### src/include/modem_notify_pkg.sv
/*
 Constants, types and character strings shared by the modem call-out controller.
 Assumes a 25 MHz system clock and an external AT modem set to numeric result codes.
*/
package modem_notify_pkg;
	// ----------------------------------------
	// Timing
	// ----------------------------------------
	localparam int CLK_HZ = 25_000_000;
	localparam int MINUTE_S = 60;
	localparam int MINUTE_CYCLES_DEF = CLK_HZ * MINUTE_S;
	localparam int REPLY_TIMEOUT_MS = 3000;
	localparam int REPLY_CYCLES_DEF = (CLK_HZ / 1000) * REPLY_TIMEOUT_MS;
	localparam int PAGER_PAUSE_MS = 2000;
	localparam int PAUSE_CYCLES_DEF = (CLK_HZ / 1000) * PAGER_PAUSE_MS;
	localparam logic [5:0] PING_MIN = 6'h05;
	localparam logic [5:0] REINIT_MIN = 6'h0a;
	localparam logic [5:0] DELAY_MIN = 6'h01;
	localparam logic [5:0] DELAY_MAX = 6'h3c;
	localparam logic [1:0] REINIT_TRIES = 2'h3;

	// ----------------------------------------
	// Register map
	// ----------------------------------------
	localparam logic [7:0] ADDR_CTRL = 8'h00;
	localparam logic [7:0] ADDR_G1CFG = 8'h04;
	localparam logic [7:0] ADDR_G2CFG = 8'h08;
	localparam logic [7:0] ADDR_BUF = 8'h0c;
	localparam logic [7:0] ADDR_LEN = 8'h10;
	localparam logic [7:0] ADDR_STATUS = 8'h14;
	localparam int CTRL_ENABLE = 0;
	localparam int CTRL_PAGER1 = 1;
	localparam int CTRL_PAGER2 = 2;
	localparam logic [2:0] CTRL_RESET = 3'h1;

	// ----------------------------------------
	// Message buffer
	// ----------------------------------------
	localparam int PHONE_MAX = 20;
	localparam int TEXT_MAX = 40;
	localparam int BUF_DEPTH = PHONE_MAX + TEXT_MAX;
	localparam logic [5:0] TEXT_BASE = 6'h14;

	// ----------------------------------------
	// Characters
	// ----------------------------------------
	localparam logic [7:0] CH_SPACE = 8'h20;
	localparam logic [7:0] CH_LF = 8'h0a;
	localparam logic [7:0] CH_CR = 8'h0d;
	localparam logic [7:0] RES_OK = 8'h30;
	localparam logic [7:0] RES_OK_TEXT = 8'h4f;
	localparam logic [7:0] RES_CONNECT = 8'h31;
	localparam logic [7:0] RES_RING = 8'h32;
	localparam logic [7:0] RES_NO_CARRIER = 8'h33;
	localparam logic [7:0] KEY_ALL = 8'h01;
	localparam logic [7:0] KEY_BATT = 8'h02;
	localparam logic [7:0] KEY_METERS = 8'h0d;
	localparam logic [7:0] KEY_HIST = 8'h10;
	localparam logic [7:0] KEY_RESET = 8'h12;

	// ----------------------------------------
	// Command strings
	// ----------------------------------------
	localparam logic [6:0] LEN_PING = 7'h03;
	localparam logic [6:0] LEN_INIT = 7'h0f;
	localparam logic [6:0] LEN_DIAL = 7'h07;
	localparam logic [6:0] LEN_HANG = 7'h05;
	localparam logic [8*3-1:0] STR_PING = "AT\r";
	localparam logic [8*15-1:0] STR_INIT = "ATE0V0X0&D0&K0\r";
	localparam logic [8*7-1:0] STR_DIAL1 = "ATDTS0\r";
	localparam logic [8*7-1:0] STR_DIAL2 = "ATDTS1\r";
	localparam logic [8*5-1:0] STR_HANG = "ATH0\r";
	localparam logic [6:0] MSG_TAIL = 7'h03;

	// ----------------------------------------
	// Types
	// ----------------------------------------
	typedef struct packed {
		logic [5:0] delay_min;
		logic [7:0] attempts;
	} grp_cfg_t;

	typedef enum logic [1:0] {
		LOG_NOTIFY_OK = 2'b00,
		LOG_NOTIFY_FAIL = 2'b01,
		LOG_MODEM_FAIL = 2'b10
	} log_kind_t;

	typedef struct packed {
		log_kind_t kind;
		logic grp;
	} log_evt_t;

	typedef enum logic [2:0] {
		SEQ_PING = 3'b000,
		SEQ_INIT = 3'b001,
		SEQ_DIAL = 3'b010,
		SEQ_MSG = 3'b011,
		SEQ_PAGE = 3'b100,
		SEQ_HANG = 3'b101
	} seq_t;

	typedef enum logic [3:0] {
		ST_IDLE = 4'b0000,
		ST_PING = 4'b0001,
		ST_PING_WAIT = 4'b0010,
		ST_INIT = 4'b0011,
		ST_INIT_WAIT = 4'b0100,
		ST_DIAL = 4'b0101,
		ST_DIAL_WAIT = 4'b0110,
		ST_PAUSE = 4'b0111,
		ST_PAGE = 4'b1000,
		ST_MSG = 4'b1001,
		ST_HANG = 4'b1010,
		ST_ANS_WAIT = 4'b1011,
		ST_SESSION = 4'b1100
	} state_t;
endpackage

### src/hw/minute_timer.sv
/*
 Minute-resolution countdown used for retry delays and modem supervision.
 Assumes a one-cycle minute tick from the parent; first minute may be short.
*/
`timescale 1ns/1ns
module minute_timer #(
	parameter int W = 6
)(
	input wire logic i_clk,
	input wire logic i_srst,
	input wire logic i_tick,
	input wire logic i_load,
	input wire logic i_stop,
	input wire logic [W-1:0] i_minutes,
	output logic o_ready
);
	logic [W-1:0] cnt_reg;
	logic armed_reg;

	always_ff @(posedge i_clk)
	begin
		if (i_srst)
		begin
			cnt_reg <= '0;
			armed_reg <= 1'b0;
		end
		else if (i_load)
		begin
			cnt_reg <= i_minutes;
			armed_reg <= 1'b1;
		end
		else if (i_stop)
			armed_reg <= 1'b0;
		else if (i_tick && cnt_reg != '0)
			cnt_reg <= cnt_reg - 1'b1;
	end

	assign o_ready = !armed_reg || cnt_reg == '0;
endmodule // minute_timer

### src/hw/modem_notify_ctrl.sv
/*
 Call answer, call-out and housekeeping controller for an external AT modem.
 Assumes a byte UART outside (valid/ready out, valid in), a Wishbone classic
 master for setup, and a modem set to numeric, basic result codes.
*/
`timescale 1ns/1ns
module modem_notify_ctrl
	import modem_notify_pkg::*;
#(
	parameter int MINUTE_CYCLES = MINUTE_CYCLES_DEF,
	parameter int REPLY_CYCLES = REPLY_CYCLES_DEF,
	parameter int PAUSE_CYCLES = PAUSE_CYCLES_DEF
)(
	input wire logic I_CLK,
	input wire logic I_SRST,
	input wire logic I_WB_CYC,
	input wire logic I_WB_STB,
	input wire logic I_WB_WE,
	input wire logic [7:0] I_WB_ADR,
	input wire logic [3:0] I_WB_SEL,
	input wire logic [31:0] I_WB_DAT,
	output logic [31:0] O_WB_DAT,
	output logic O_WB_ACK,
	input wire logic [1:0] I_EVT,
	input wire logic I_KEY_SWITCH,
	input wire logic I_COMM_MODE_CHG,
	input wire logic I_RX_VALID,
	input wire logic [7:0] I_RX_DATA,
	output logic O_TX_VALID,
	output logic [7:0] O_TX_DATA,
	input wire logic I_TX_READY,
	output logic [3:0] O_SHOW,
	output logic O_LOG_VALID,
	output log_evt_t O_LOG,
	output logic O_SESSION,
	output logic O_CALLOUT_DIS
);
	state_t state_reg;
	logic ack_reg;
	logic [31:0] rdat_reg;
	logic [2:0] ctrl_reg;
	grp_cfg_t cfg_reg [2];
	logic [4:0] plen_reg;
	logic [5:0] tlen_reg;
	logic [7:0] buf_reg [BUF_DEPTH];
	logic [31:0] pre_reg;
	logic tick_reg;
	logic [31:0] wait_reg;
	logic [1:0] pend_reg;
	logic [7:0] left_reg [2];
	logic grp_reg;
	logic dis_reg;
	logic hk_stop_reg;
	logic [1:0] fails_reg;
	logic start_reg;
	seq_t seq_reg;
	logic busy_reg;
	logic done_reg;
	logic [6:0] idx_reg;
	logic [7:0] tx_reg;
	logic [3:0] show_reg;
	logic log_v_reg;
	log_evt_t log_reg;

	logic wb_req;
	logic wb_wr;
	logic rx_sig;
	logic rx_ok;
	logic timeout;
	logic abort;
	logic [1:0] g_ready;
	logic [1:0] can_call;
	logic hk_ready;
	logic fail_now;
	logic ok_now;
	logic [1:0] t_load;
	logic hk_load;
	logic [5:0] hk_min;
	logic [5:0] g_delay [2];

	// ----------------------------------------
	// Wishbone slave
	// ----------------------------------------
	assign wb_req = I_WB_CYC && I_WB_STB && !ack_reg;
	assign wb_wr = wb_req && I_WB_WE;

	always_ff @(posedge I_CLK)
	begin
		if (I_SRST)
			ack_reg <= 1'b0;
		else
			ack_reg <= wb_req;
	end

	always_ff @(posedge I_CLK)
	begin
		if (I_SRST)
			rdat_reg <= '0;
		else if (wb_req && !I_WB_WE)
		begin
			unique case (I_WB_ADR)
				ADDR_CTRL: rdat_reg <= {29'h0000_0000, ctrl_reg};
				ADDR_G1CFG: rdat_reg <= {18'h0_0000, cfg_reg[0]};
				ADDR_G2CFG: rdat_reg <= {18'h0_0000, cfg_reg[1]};
				ADDR_LEN: rdat_reg <= {18'h0_0000, tlen_reg, 3'h0, plen_reg};
				ADDR_STATUS: rdat_reg <= {21'h00_0000, hk_stop_reg, fails_reg, O_SESSION, dis_reg,
					pend_reg, state_reg};
				default: rdat_reg <= '0;
			endcase
		end
	end

	assign O_WB_ACK = ack_reg;
	assign O_WB_DAT = rdat_reg;

	always_ff @(posedge I_CLK)
	begin
		if (I_SRST)
		begin
			ctrl_reg <= CTRL_RESET;
			cfg_reg[0] <= '0;
			cfg_reg[1] <= '0;
			plen_reg <= '0;
			tlen_reg <= '0;
		end
		else if (wb_wr)
		begin
			if (I_WB_ADR == ADDR_G1CFG && I_WB_SEL[0])
				cfg_reg[0].attempts <= I_WB_DAT[7:0];
			if (I_WB_ADR == ADDR_G1CFG && I_WB_SEL[1])
				cfg_reg[0].delay_min <= I_WB_DAT[13:8];
			if (I_WB_ADR == ADDR_G2CFG && I_WB_SEL[0])
				cfg_reg[1].attempts <= I_WB_DAT[7:0];
			if (I_WB_ADR == ADDR_G2CFG && I_WB_SEL[1])
				cfg_reg[1].delay_min <= I_WB_DAT[13:8];
			if (I_WB_ADR == ADDR_CTRL && I_WB_SEL[0])
				ctrl_reg <= I_WB_DAT[2:0];
			if (I_WB_ADR == ADDR_LEN && I_WB_SEL[0] && I_WB_DAT[4:0] <= 5'(PHONE_MAX))
				plen_reg <= I_WB_DAT[4:0];
			if (I_WB_ADR == ADDR_LEN && I_WB_SEL[1] && I_WB_DAT[13:8] <= 6'(TEXT_MAX))
				tlen_reg <= I_WB_DAT[13:8];
		end
	end

	// Buffer is not reset; software loads it before enabling
	always_ff @(posedge I_CLK)
	begin
		if (wb_wr && I_WB_ADR == ADDR_BUF && I_WB_SEL[1:0] == 2'h3 && I_WB_DAT[13:8] < 6'(BUF_DEPTH))
			buf_reg[I_WB_DAT[13:8]] <= I_WB_DAT[7:0];
	end

	// ----------------------------------------
	// Minute prescaler and timers
	// ----------------------------------------
	// minute tick from system clock
	always_ff @(posedge I_CLK)
	begin
		if (I_SRST || pre_reg == 32'(MINUTE_CYCLES - 1))
			pre_reg <= '0;
		else
			pre_reg <= pre_reg + 1'b1;
	end

	always_ff @(posedge I_CLK)
	begin
		if (I_SRST)
			tick_reg <= 1'b0;
		else
			tick_reg <= pre_reg == 32'(MINUTE_CYCLES - 1);
	end

	always_comb
	begin
		for (int g = 0; g < 2; g++)
		begin
			g_delay[g] = cfg_reg[g].delay_min;
			if (g_delay[g] < DELAY_MIN)
				g_delay[g] = DELAY_MIN;
			else if (g_delay[g] > DELAY_MAX)
				g_delay[g] = DELAY_MAX;
		end
	end

	for (genvar g = 0; g < 2; g++)
	begin : g_timer
		minute_timer #(.W(6)) u_retry (
			.i_clk(I_CLK),
			.i_srst(I_SRST),
			.i_tick(tick_reg),
			.i_load(t_load[g]),
			.i_stop(I_EVT[g] && !pend_reg[g]),
			.i_minutes(g_delay[g]),
			.o_ready(g_ready[g])
		);
	end

	minute_timer #(.W(6)) u_house (
		.i_clk(I_CLK),
		.i_srst(I_SRST),
		.i_tick(tick_reg),
		.i_load(hk_load),
		.i_stop(1'b0),
		.i_minutes(hk_min),
		.o_ready(hk_ready)
	);

	// ----------------------------------------
	// Transmit sequencer
	// ----------------------------------------
	function automatic logic [6:0] seq_len(seq_t s);
		unique case (s)
			SEQ_PING: return LEN_PING;
			SEQ_INIT: return LEN_INIT;
			SEQ_DIAL: return LEN_DIAL;
			SEQ_MSG: return 7'(plen_reg) + 7'(tlen_reg) + MSG_TAIL;
			SEQ_PAGE: return 7'(tlen_reg) + 7'h01;
			default: return LEN_HANG;
		endcase
	endfunction

	function automatic logic [7:0] seq_byte(seq_t s, logic [6:0] i);
		logic [6:0] tend;
		tend = 7'(plen_reg) + 7'(tlen_reg) + 7'h01;
		unique case (s)
			SEQ_PING: return STR_PING[(LEN_PING - 7'h01 - i) * 8 +: 8];
			SEQ_INIT: return STR_INIT[(LEN_INIT - 7'h01 - i) * 8 +: 8];
			SEQ_DIAL: return grp_reg ? STR_DIAL2[(LEN_DIAL - 7'h01 - i) * 8 +: 8]
				: STR_DIAL1[(LEN_DIAL - 7'h01 - i) * 8 +: 8];
			SEQ_MSG:
			begin
				if (i < 7'(plen_reg))
					return buf_reg[6'(i)];
				else if (i == 7'(plen_reg))
					return CH_SPACE;
				else if (i < tend)
					return buf_reg[6'(i - 7'(plen_reg) - 7'h01) + TEXT_BASE];
				else if (i == tend)
					return CH_LF;
				else
					return CH_CR;
			end
			SEQ_PAGE: return (i < 7'(tlen_reg)) ? buf_reg[6'(i) + TEXT_BASE] : CH_CR;
			default: return STR_HANG[(LEN_HANG - 7'h01 - i) * 8 +: 8];
		endcase
	endfunction

	always_ff @(posedge I_CLK)
	begin
		if (I_SRST)
		begin
			busy_reg <= 1'b0;
			done_reg <= 1'b0;
			idx_reg <= '0;
			tx_reg <= '0;
		end
		else
		begin
			done_reg <= 1'b0;
			if (start_reg)
			begin
				busy_reg <= 1'b1;
				idx_reg <= '0;
				tx_reg <= seq_byte(seq_reg, 7'h00);
			end
			else if (busy_reg && I_TX_READY)
			begin
				if (idx_reg == seq_len(seq_reg) - 7'h01)
				begin
					busy_reg <= 1'b0;
					done_reg <= 1'b1;
				end
				else
				begin
					idx_reg <= idx_reg + 7'h01;
					tx_reg <= seq_byte(seq_reg, idx_reg + 7'h01);
				end
			end
		end
	end

	assign O_TX_VALID = busy_reg;
	assign O_TX_DATA = tx_reg;

	// ----------------------------------------
	// Reply decode
	// ----------------------------------------
	assign rx_sig = I_RX_VALID && I_RX_DATA != CH_CR && I_RX_DATA != CH_LF;
	assign rx_ok = I_RX_DATA == RES_OK || I_RX_DATA == RES_OK_TEXT;
	assign timeout = wait_reg == 32'(REPLY_CYCLES - 1);
	assign abort = I_KEY_SWITCH || (state_reg == ST_SESSION && I_RX_VALID && I_RX_DATA == KEY_RESET);
	assign can_call = (ctrl_reg[CTRL_ENABLE] && !dis_reg) ? (pend_reg & g_ready) : 2'b00;
	assign fail_now = (state_reg == ST_DIAL_WAIT && (timeout || (rx_sig && I_RX_DATA != RES_CONNECT)))
		|| (state_reg == ST_PAGE && done_reg);
	assign ok_now = state_reg == ST_DIAL_WAIT && rx_sig && I_RX_DATA == RES_CONNECT
		&& !ctrl_reg[CTRL_PAGER1 + 32'(grp_reg)];

	always_ff @(posedge I_CLK)
	begin
		// Restarted per wait; a free count could pass its limit before the wait began
		if (I_SRST || start_reg || done_reg || state_reg == ST_IDLE)
			wait_reg <= '0;
		else
			wait_reg <= wait_reg + 1'b1;
	end

	// ----------------------------------------
	// Pending calls per group
	// ----------------------------------------
	always_comb
	begin
		t_load = 2'b00;
		if (fail_now && left_reg[grp_reg] != 8'h01)
			t_load[grp_reg] = 1'b1;
	end

	always_ff @(posedge I_CLK)
	begin
		if (I_SRST)
		begin
			pend_reg <= '0;
			left_reg[0] <= '0;
			left_reg[1] <= '0;
		end
		else
		begin
			if (abort)
				pend_reg <= '0;
			else if (ok_now)
				pend_reg[grp_reg] <= 1'b0;
			else if (fail_now)
			begin
				left_reg[grp_reg] <= left_reg[grp_reg] - 8'h01;
				if (left_reg[grp_reg] == 8'h01)
					pend_reg[grp_reg] <= 1'b0;
			end
			// New alarm wins over a clear in the same cycle
			for (int g = 0; g < 2; g++)
				if (I_EVT[g] && cfg_reg[g].attempts != 8'h00)
				begin
					pend_reg[g] <= 1'b1;
					left_reg[g] <= cfg_reg[g].attempts;
				end
		end
	end

	// ----------------------------------------
	// Main sequencing
	// ----------------------------------------
	always_ff @(posedge I_CLK)
	begin
		if (I_SRST)
		begin
			state_reg <= ST_IDLE;
			start_reg <= 1'b0;
			seq_reg <= SEQ_PING;
			grp_reg <= 1'b1;
			dis_reg <= 1'b0;
			fails_reg <= '0;
			hk_stop_reg <= 1'b0;
			hk_load <= 1'b0;
			hk_min <= PING_MIN;
			log_v_reg <= 1'b0;
			log_reg <= '0;
			show_reg <= '0;
		end
		else
		begin
			start_reg <= 1'b0;
			hk_load <= 1'b0;
			log_v_reg <= 1'b0;
			show_reg <= '0;
			if (I_COMM_MODE_CHG)
				hk_stop_reg <= 1'b1;
			else if (wb_wr && I_WB_ADR == ADDR_CTRL)
				hk_stop_reg <= 1'b0;
			unique case (state_reg)
				ST_IDLE:
				begin
					if (rx_sig && I_RX_DATA == RES_RING)
						state_reg <= ST_ANS_WAIT;
					else if (rx_sig && I_RX_DATA == RES_CONNECT)
						state_reg <= ST_SESSION;
					else if (can_call != 2'b00)
					begin
						grp_reg <= (can_call == 2'b11) ? !grp_reg : can_call[1];
						seq_reg <= SEQ_DIAL;
						start_reg <= 1'b1;
						state_reg <= ST_DIAL;
					end
					else if (hk_ready && !hk_stop_reg)
					begin
						// periodic ping; slow re-init when disabled
						seq_reg <= dis_reg ? SEQ_INIT : SEQ_PING;
						start_reg <= 1'b1;
						state_reg <= dis_reg ? ST_INIT : ST_PING;
					end
				end
				ST_PING:
					if (done_reg)
						state_reg <= ST_PING_WAIT;
				ST_PING_WAIT:
					if (rx_sig || timeout)
					begin
						// bad or missing reply starts re-init
						if (rx_sig && rx_ok)
						begin
							hk_min <= PING_MIN;
							hk_load <= 1'b1;
							state_reg <= ST_IDLE;
						end
						else
						begin
							fails_reg <= '0;
							seq_reg <= SEQ_INIT;
							start_reg <= 1'b1;
							state_reg <= ST_INIT;
						end
					end
				ST_INIT:
					if (done_reg)
						state_reg <= ST_INIT_WAIT;
				ST_INIT_WAIT:
					if (rx_sig || timeout)
					begin
						if (rx_sig && rx_ok)
						begin
							dis_reg <= 1'b0;
							fails_reg <= '0;
							hk_min <= PING_MIN;
							hk_load <= 1'b1;
							state_reg <= ST_IDLE;
						end
						else
						begin
							log_v_reg <= 1'b1;
							log_reg <= '{kind: LOG_MODEM_FAIL, grp: 1'b0};
							if (!dis_reg && fails_reg + 2'h1 < REINIT_TRIES)
							begin
								fails_reg <= fails_reg + 2'h1;
								seq_reg <= SEQ_INIT;
								start_reg <= 1'b1;
								state_reg <= ST_INIT;
							end
							else
							begin
								dis_reg <= 1'b1;
								fails_reg <= REINIT_TRIES;
								hk_min <= REINIT_MIN;
								hk_load <= 1'b1;
								state_reg <= ST_IDLE;
							end
						end
					end
				ST_DIAL:
					if (done_reg)
						state_reg <= ctrl_reg[CTRL_PAGER1 + 32'(grp_reg)] ? ST_PAUSE : ST_DIAL_WAIT;
				ST_DIAL_WAIT:
				begin
					if (ok_now)
					begin
						log_v_reg <= 1'b1;
						log_reg <= '{kind: LOG_NOTIFY_OK, grp: grp_reg};
						seq_reg <= SEQ_MSG;
						start_reg <= 1'b1;
						state_reg <= ST_MSG;
					end
					else if (fail_now || abort)
					begin
						log_v_reg <= fail_now;
						log_reg <= '{kind: LOG_NOTIFY_FAIL, grp: grp_reg};
						seq_reg <= SEQ_HANG;
						start_reg <= 1'b1;
						state_reg <= ST_HANG;
					end
				end
				ST_PAUSE:
					if (wait_reg == 32'(PAUSE_CYCLES - 1) || abort)
					begin
						seq_reg <= abort ? SEQ_HANG : SEQ_PAGE;
						start_reg <= 1'b1;
						state_reg <= abort ? ST_HANG : ST_PAGE;
					end
				ST_PAGE:
					if (done_reg)
					begin
						log_v_reg <= 1'b1;
						log_reg <= '{kind: LOG_NOTIFY_FAIL, grp: grp_reg};
						seq_reg <= SEQ_HANG;
						start_reg <= 1'b1;
						state_reg <= ST_HANG;
					end
				ST_MSG:
					if (done_reg)
					begin
						seq_reg <= SEQ_HANG;
						start_reg <= 1'b1;
						state_reg <= ST_HANG;
					end
				ST_HANG:
					if (done_reg)
						state_reg <= ST_IDLE;
				ST_ANS_WAIT:
					if (rx_sig && I_RX_DATA == RES_CONNECT)
						state_reg <= ST_SESSION;
					else if (timeout || (rx_sig && I_RX_DATA != RES_RING))
						state_reg <= ST_IDLE;
				ST_SESSION:
					if (I_RX_VALID)
					begin
						show_reg <= {I_RX_DATA == KEY_HIST, I_RX_DATA == KEY_METERS,
							I_RX_DATA == KEY_BATT, I_RX_DATA == KEY_ALL};
						if (I_RX_DATA == RES_NO_CARRIER)
							state_reg <= ST_IDLE;
					end
				default:
					state_reg <= ST_IDLE;
			endcase
		end
	end

	assign O_SHOW = show_reg;
	assign O_LOG_VALID = log_v_reg;
	assign O_LOG = log_reg;
	assign O_SESSION = state_reg == ST_SESSION;
	assign O_CALLOUT_DIS = dis_reg;
endmodule // modem_notify_ctrl

### config.mk
export PLATFORM = sky130hd
export DESIGN_NAME = modem_notify_ctrl
export DESIGN_NICKNAME = d
export VERILOG_FILES = /design/src/include/modem_notify_pkg.sv /design/src/hw/minute_timer.sv /design/src/hw/modem_notify_ctrl.sv
export SDC_FILE = /design/constraint.sdc
export NUM_CORES = 1
export LEC_CHECK = 0
export BUFFER_PORTS_ARGS = -buffer_cell sky130_fd_sc_hd__buf_2
export CAP_MARGIN = 10
export CORE_MARGIN = 2
export CORE_UTILIZATION = 40
export CTS_CLUSTER_DIAMETER = 40
export DETAILED_ROUTE_END_ITERATION = 12
export PLACE_DENSITY = 0.64
export SYNTH_ARGS = -nofsm -noshare
export SYNTH_HDL_FRONTEND = slang
export SYNTH_HIERARCHICAL = 1
export SYNTH_SLANG_ARGS = --single-unit
export TNS_END_PERCENT = 5
### constraint.sdc
create_clock -name I_CLK -period 8.9 [get_ports I_CLK]
set_clock_uncertainty 0.1 [all_clocks]
set_input_delay 1.335 -clock I_CLK [delete_from_list [all_inputs] [get_ports I_CLK]]
set_output_delay 1.335 -clock I_CLK [all_outputs]
set_load 0.01 [all_outputs]
==> results.md <==
- Slew headroom: 0.1088
- Routed len/inst: about 28 µm
- DRT Wirelength: 127.2 mm
- Die X-Extent: 320.7 µm
- TNS Setup: 0 ns
- FFs w/ async S/R, synth: 0
- CTS clk-pin slew, worst paths: 0.05 ns
- Final worst path period share: 0.7613
- Synth warn: 6
- Fmax: 147.6 MHz
- Cell leakage power: 14.82 nW
- Clock Path Buffers: 3
- DRT Pass-1 Iters: 8
- Die H: around 320 µm
- Skew-Pair Late Insertion Delay: 0.70 ns
- CTS resizes: 0
- Root buffer cell: clkbuf_16
- Status: completed
- Via count: between 20000 and 30000
- First-pass GRT wire length: roughly 190 mm
- WP data arrival: 7.20 ns
- FF-to-FF path depth: 18
- Internal Power: between 7 and 8 mW
- Tightest Hold Check Type: register to register
- Core Rows: 116
- Largest net degree at the start of global routing: 83
- Final min period: 6.775 ns
- Global-route usage over all layers: 0.2456
- CTS Buf Count: 110
- CTS H-tree depth: 3
- Dpl hpwl: 86.58 mm
- Synth cell types: 104
- Worst setup EP type: register
- Synth Area per Inst: 13.03 µm²
- IO Port Bufs: 76
- Unrepaired setup endpoints after global routing: no
- Crit path launch type: register
- WP data required: 9.32 ns
- Actual slew at the worst max-slew pin: 1.332 ns
- CTS tree: done
- # IOs: about 120
- Die ar.: 102800 µm²
- DRC: 0
- Pwr Density: 244.0 nW/µm²
- Syn Inst Count: 3079
- Initial antenna violation count: 2
- Initial core utilization: 0.4023
- Peak supply drop: 170.9 µV
- Post-Syn Area: 40110 µm²
- P_sw: 3.512 mW
- Sequential area share after synthesis: 0.4717
- Endpoints failing hold: 0
- Via density: 6.445
- Layout Nets: 3239
- Synth-to-Final Area Change: 13.81%
- Number of global-route vias before repair: 28250
- Max Cap Viol: 0
- CP Class: register to register
- Post-DRT Antenna Nets: 0
- Largest register FFs: 480
- Hold Path Depth: 1
- Clock Sinks: 683
- DR iter-0 viols: 4083
- Seq pwr share: 0.324
- Sw frac: 0.3153
- Main flop type after synthesis: edfxtp_1
- Max-slew violation count: 0
- Grt ovf: 0
- Worst Path Max Fanout: 43
- # setup viols final: 0
- Seq cells post-synth: between 600 and 700
- Cts hold-fix bufs: 0
- Gate power share: 0.277
- Share of layout cells above drive strength 1: 0.2424
- GPL Wtd Cong: 0.9887
- Hold Slack: 0.3600 ns
- Power, Total: 11.14 mW
- Fill count: 8747
- Number of buffers added for setup after CTS: 0
- Post-synth EDFFs: 524
- Core Region: around 100000 µm²
- Clock power share: 0.399
==> metal layers <==
layer	share of wire	wire [µm]	GRT usage	vias to the layer above
li1	-	-	-	12360
met1	0.37	47680	0.3204	14470
met2	0.45	57350	0.3768	1935
met3	0.12	15550	0.07274	352
met4	0.052	6670	0.1141	0
met5	0	0	0	-
==> power by group through the flow <==
stage	Combinational (mW)	Clock (mW)	Sequential, mW
3_5_place_dp	3.01	0	3.67
4_1_cts	3.02	4.48	3.61
6_report	3.08	4.45	3.61
5_1_grt	3.23	4.63	3.62
3_3_place_gp	3.00	0	3.67
2_1_floorplan	2.17	0	3.60
==> synth_stat cells (13+ instances only) <==
| cell | count | area share |
|---|---|---|
| a21o_1 | 13 | 0.0024 |
| and2_1 | 37 | 0.0058 |
| a31oi_1 | 24 | 0.0037 |
| nor4_1 | 22 | 0.0034 |
| buf_2 | 48 | 0.0060 |
| nor3_1 | 44 | 0.0055 |
| o21ai_0 | 80 | 0.010 |
| clkbuf_1 | 112 | 0.010 |
| or3_1 | 22 | 0.0034 |
| xnor2_1 | 43 | 0.0094 |
| a211oi_1 | 30 | 0.0056 |
| ha_1 | 50 | 0.016 |
| a21oi_1 | 119 | 0.015 |
| mux2i_1 | 140 | 0.035 |
| nand3_1 | 75 | 0.0094 |
| inv_1 | 69 | 0.0065 |
| xor2_1 | 54 | 0.012 |
| a2111oi_0 | 16 | 0.0035 |
| o211ai_1 | 17 | 0.0032 |
| a221oi_1 | 25 | 0.0055 |
| dfxtp_1 | 159 | 0.079 |
| buf_4 | 39 | 0.0073 |
| nand2b_1 | 20 | 0.0031 |
| o21a_1 | 14 | 0.0026 |
| and3_1 | 36 | 0.0056 |
| mux4_2 | 391 | 0.22 |
| nor2_1 | 299 | 0.028 |
| edfxtp_1 | 524 | 0.39 |
| nand4_1 | 22 | 0.0034 |
| buf_1 | 29 | 0.0027 |
| nand2_1 | 207 | 0.019 |
| nor2b_1 | 37 | 0.0058 |
| a311oi_1 | 19 | 0.0041 |
==> critical path, cell delays in order, from the launching register on <==
cell and delay [ns]:
dfxtp_4 0.79, inv_1 0.40, ha_4 0.80, inv_2 0.29, ha_1 0.44, ha_4 0.15, inv_1 0.04, fa_4 1.17
buf_4 0.43, mux4_2 0.34, mux2i_1 0.21, mux2i_1 0.11, mux2i_1 0.46, nand2_1 0.12, o31ai_1 0.15, a21oi_1 0.14
o21ai_0 0.18, a31o_2 0.17, a311oi_2 0.08
==> path summary, 6_finish.rpt <==
check,slack (ns),startpoint,end
setup reg to reg,2.12,idx_reg[0],O_TX_DATA[2]
hold / removal,0.36,pre_reg[0],pre_reg[0]
setup / recovery,2.12,idx_reg[0],O_TX_DATA[2]
hold reg to reg,0.36,pre_reg[0],pre_reg[0]
==> cell usage in the layout, fill, tap and decap left out, drive strengths merged, types with 22 or more instances in the layout <==
master and instances:
edfxtp 524, mux4 391, nor2 299, nand2 207, dfxtp 159, mux2i 140, buf 139, clkbuf 124
a21oi 121, inv 96, o21ai 86, nand3 76, xor2 54, ha 50, nor3 44, xnor2 43
and2 39, nor2b 37, clkinv 37, and3 36, a211oi 33, a221oi 25, a31oi 25, conb 24
nor4 23, or3 22, nand4 22
==> area by class of cell <==
class	instances	area (µm²)	area share
flip-flops and latches	683	18930	0.4147
inverters	74	277.8	0.006085
well taps	1298	1624	0.03558
clock buffers	124	2908	0.06370
multi-input cells	2114	20020	0.4386
clock inverters	84	982.2	0.02152
diodes	1	2.502	0.00005482
repair buffers	139	903.4	0.01979
==> metrics by stage <==
step | instances | worst slack, ns | util | cell area, µm²
CTS | 4516 | 2.146 | 0.4578 | 45650
finish | 4517 | 2.125 | 0.4578 | 45650
global placement | 4308 | 2.210 | 0.4188 | 41760
detailed placement | 4308 | 2.163 | 0.4188 | 41760
global route | 4516 | 1.775 | 0.4578 | 45650
floorplan | 3102 | 2.882 | - | 40200
==> cells by family (layout without fill, tap and decap cells) <==
| family | after synthesis | count (layout) | synth area share |
|---|---|---|---|
| and+or+nand+nor | 893 | 893 | 0.1084 |
| AOI/OAI and AO/OA | 501 | 501 | 0.08778 |
| muxes | 540 | 540 | 0.2570 |
| other | 1 | 25 | 0.00009349 |
| xor gates and xnor gates | 100 | 100 | 0.02290 |
| buffers and inverters | 305 | 421 | 0.03409 |
| adders and majority gates | 56 | 56 | 0.01809 |
| DFF | 683 | 683 | 0.4717 |
(Power assumes the default switching activity.)
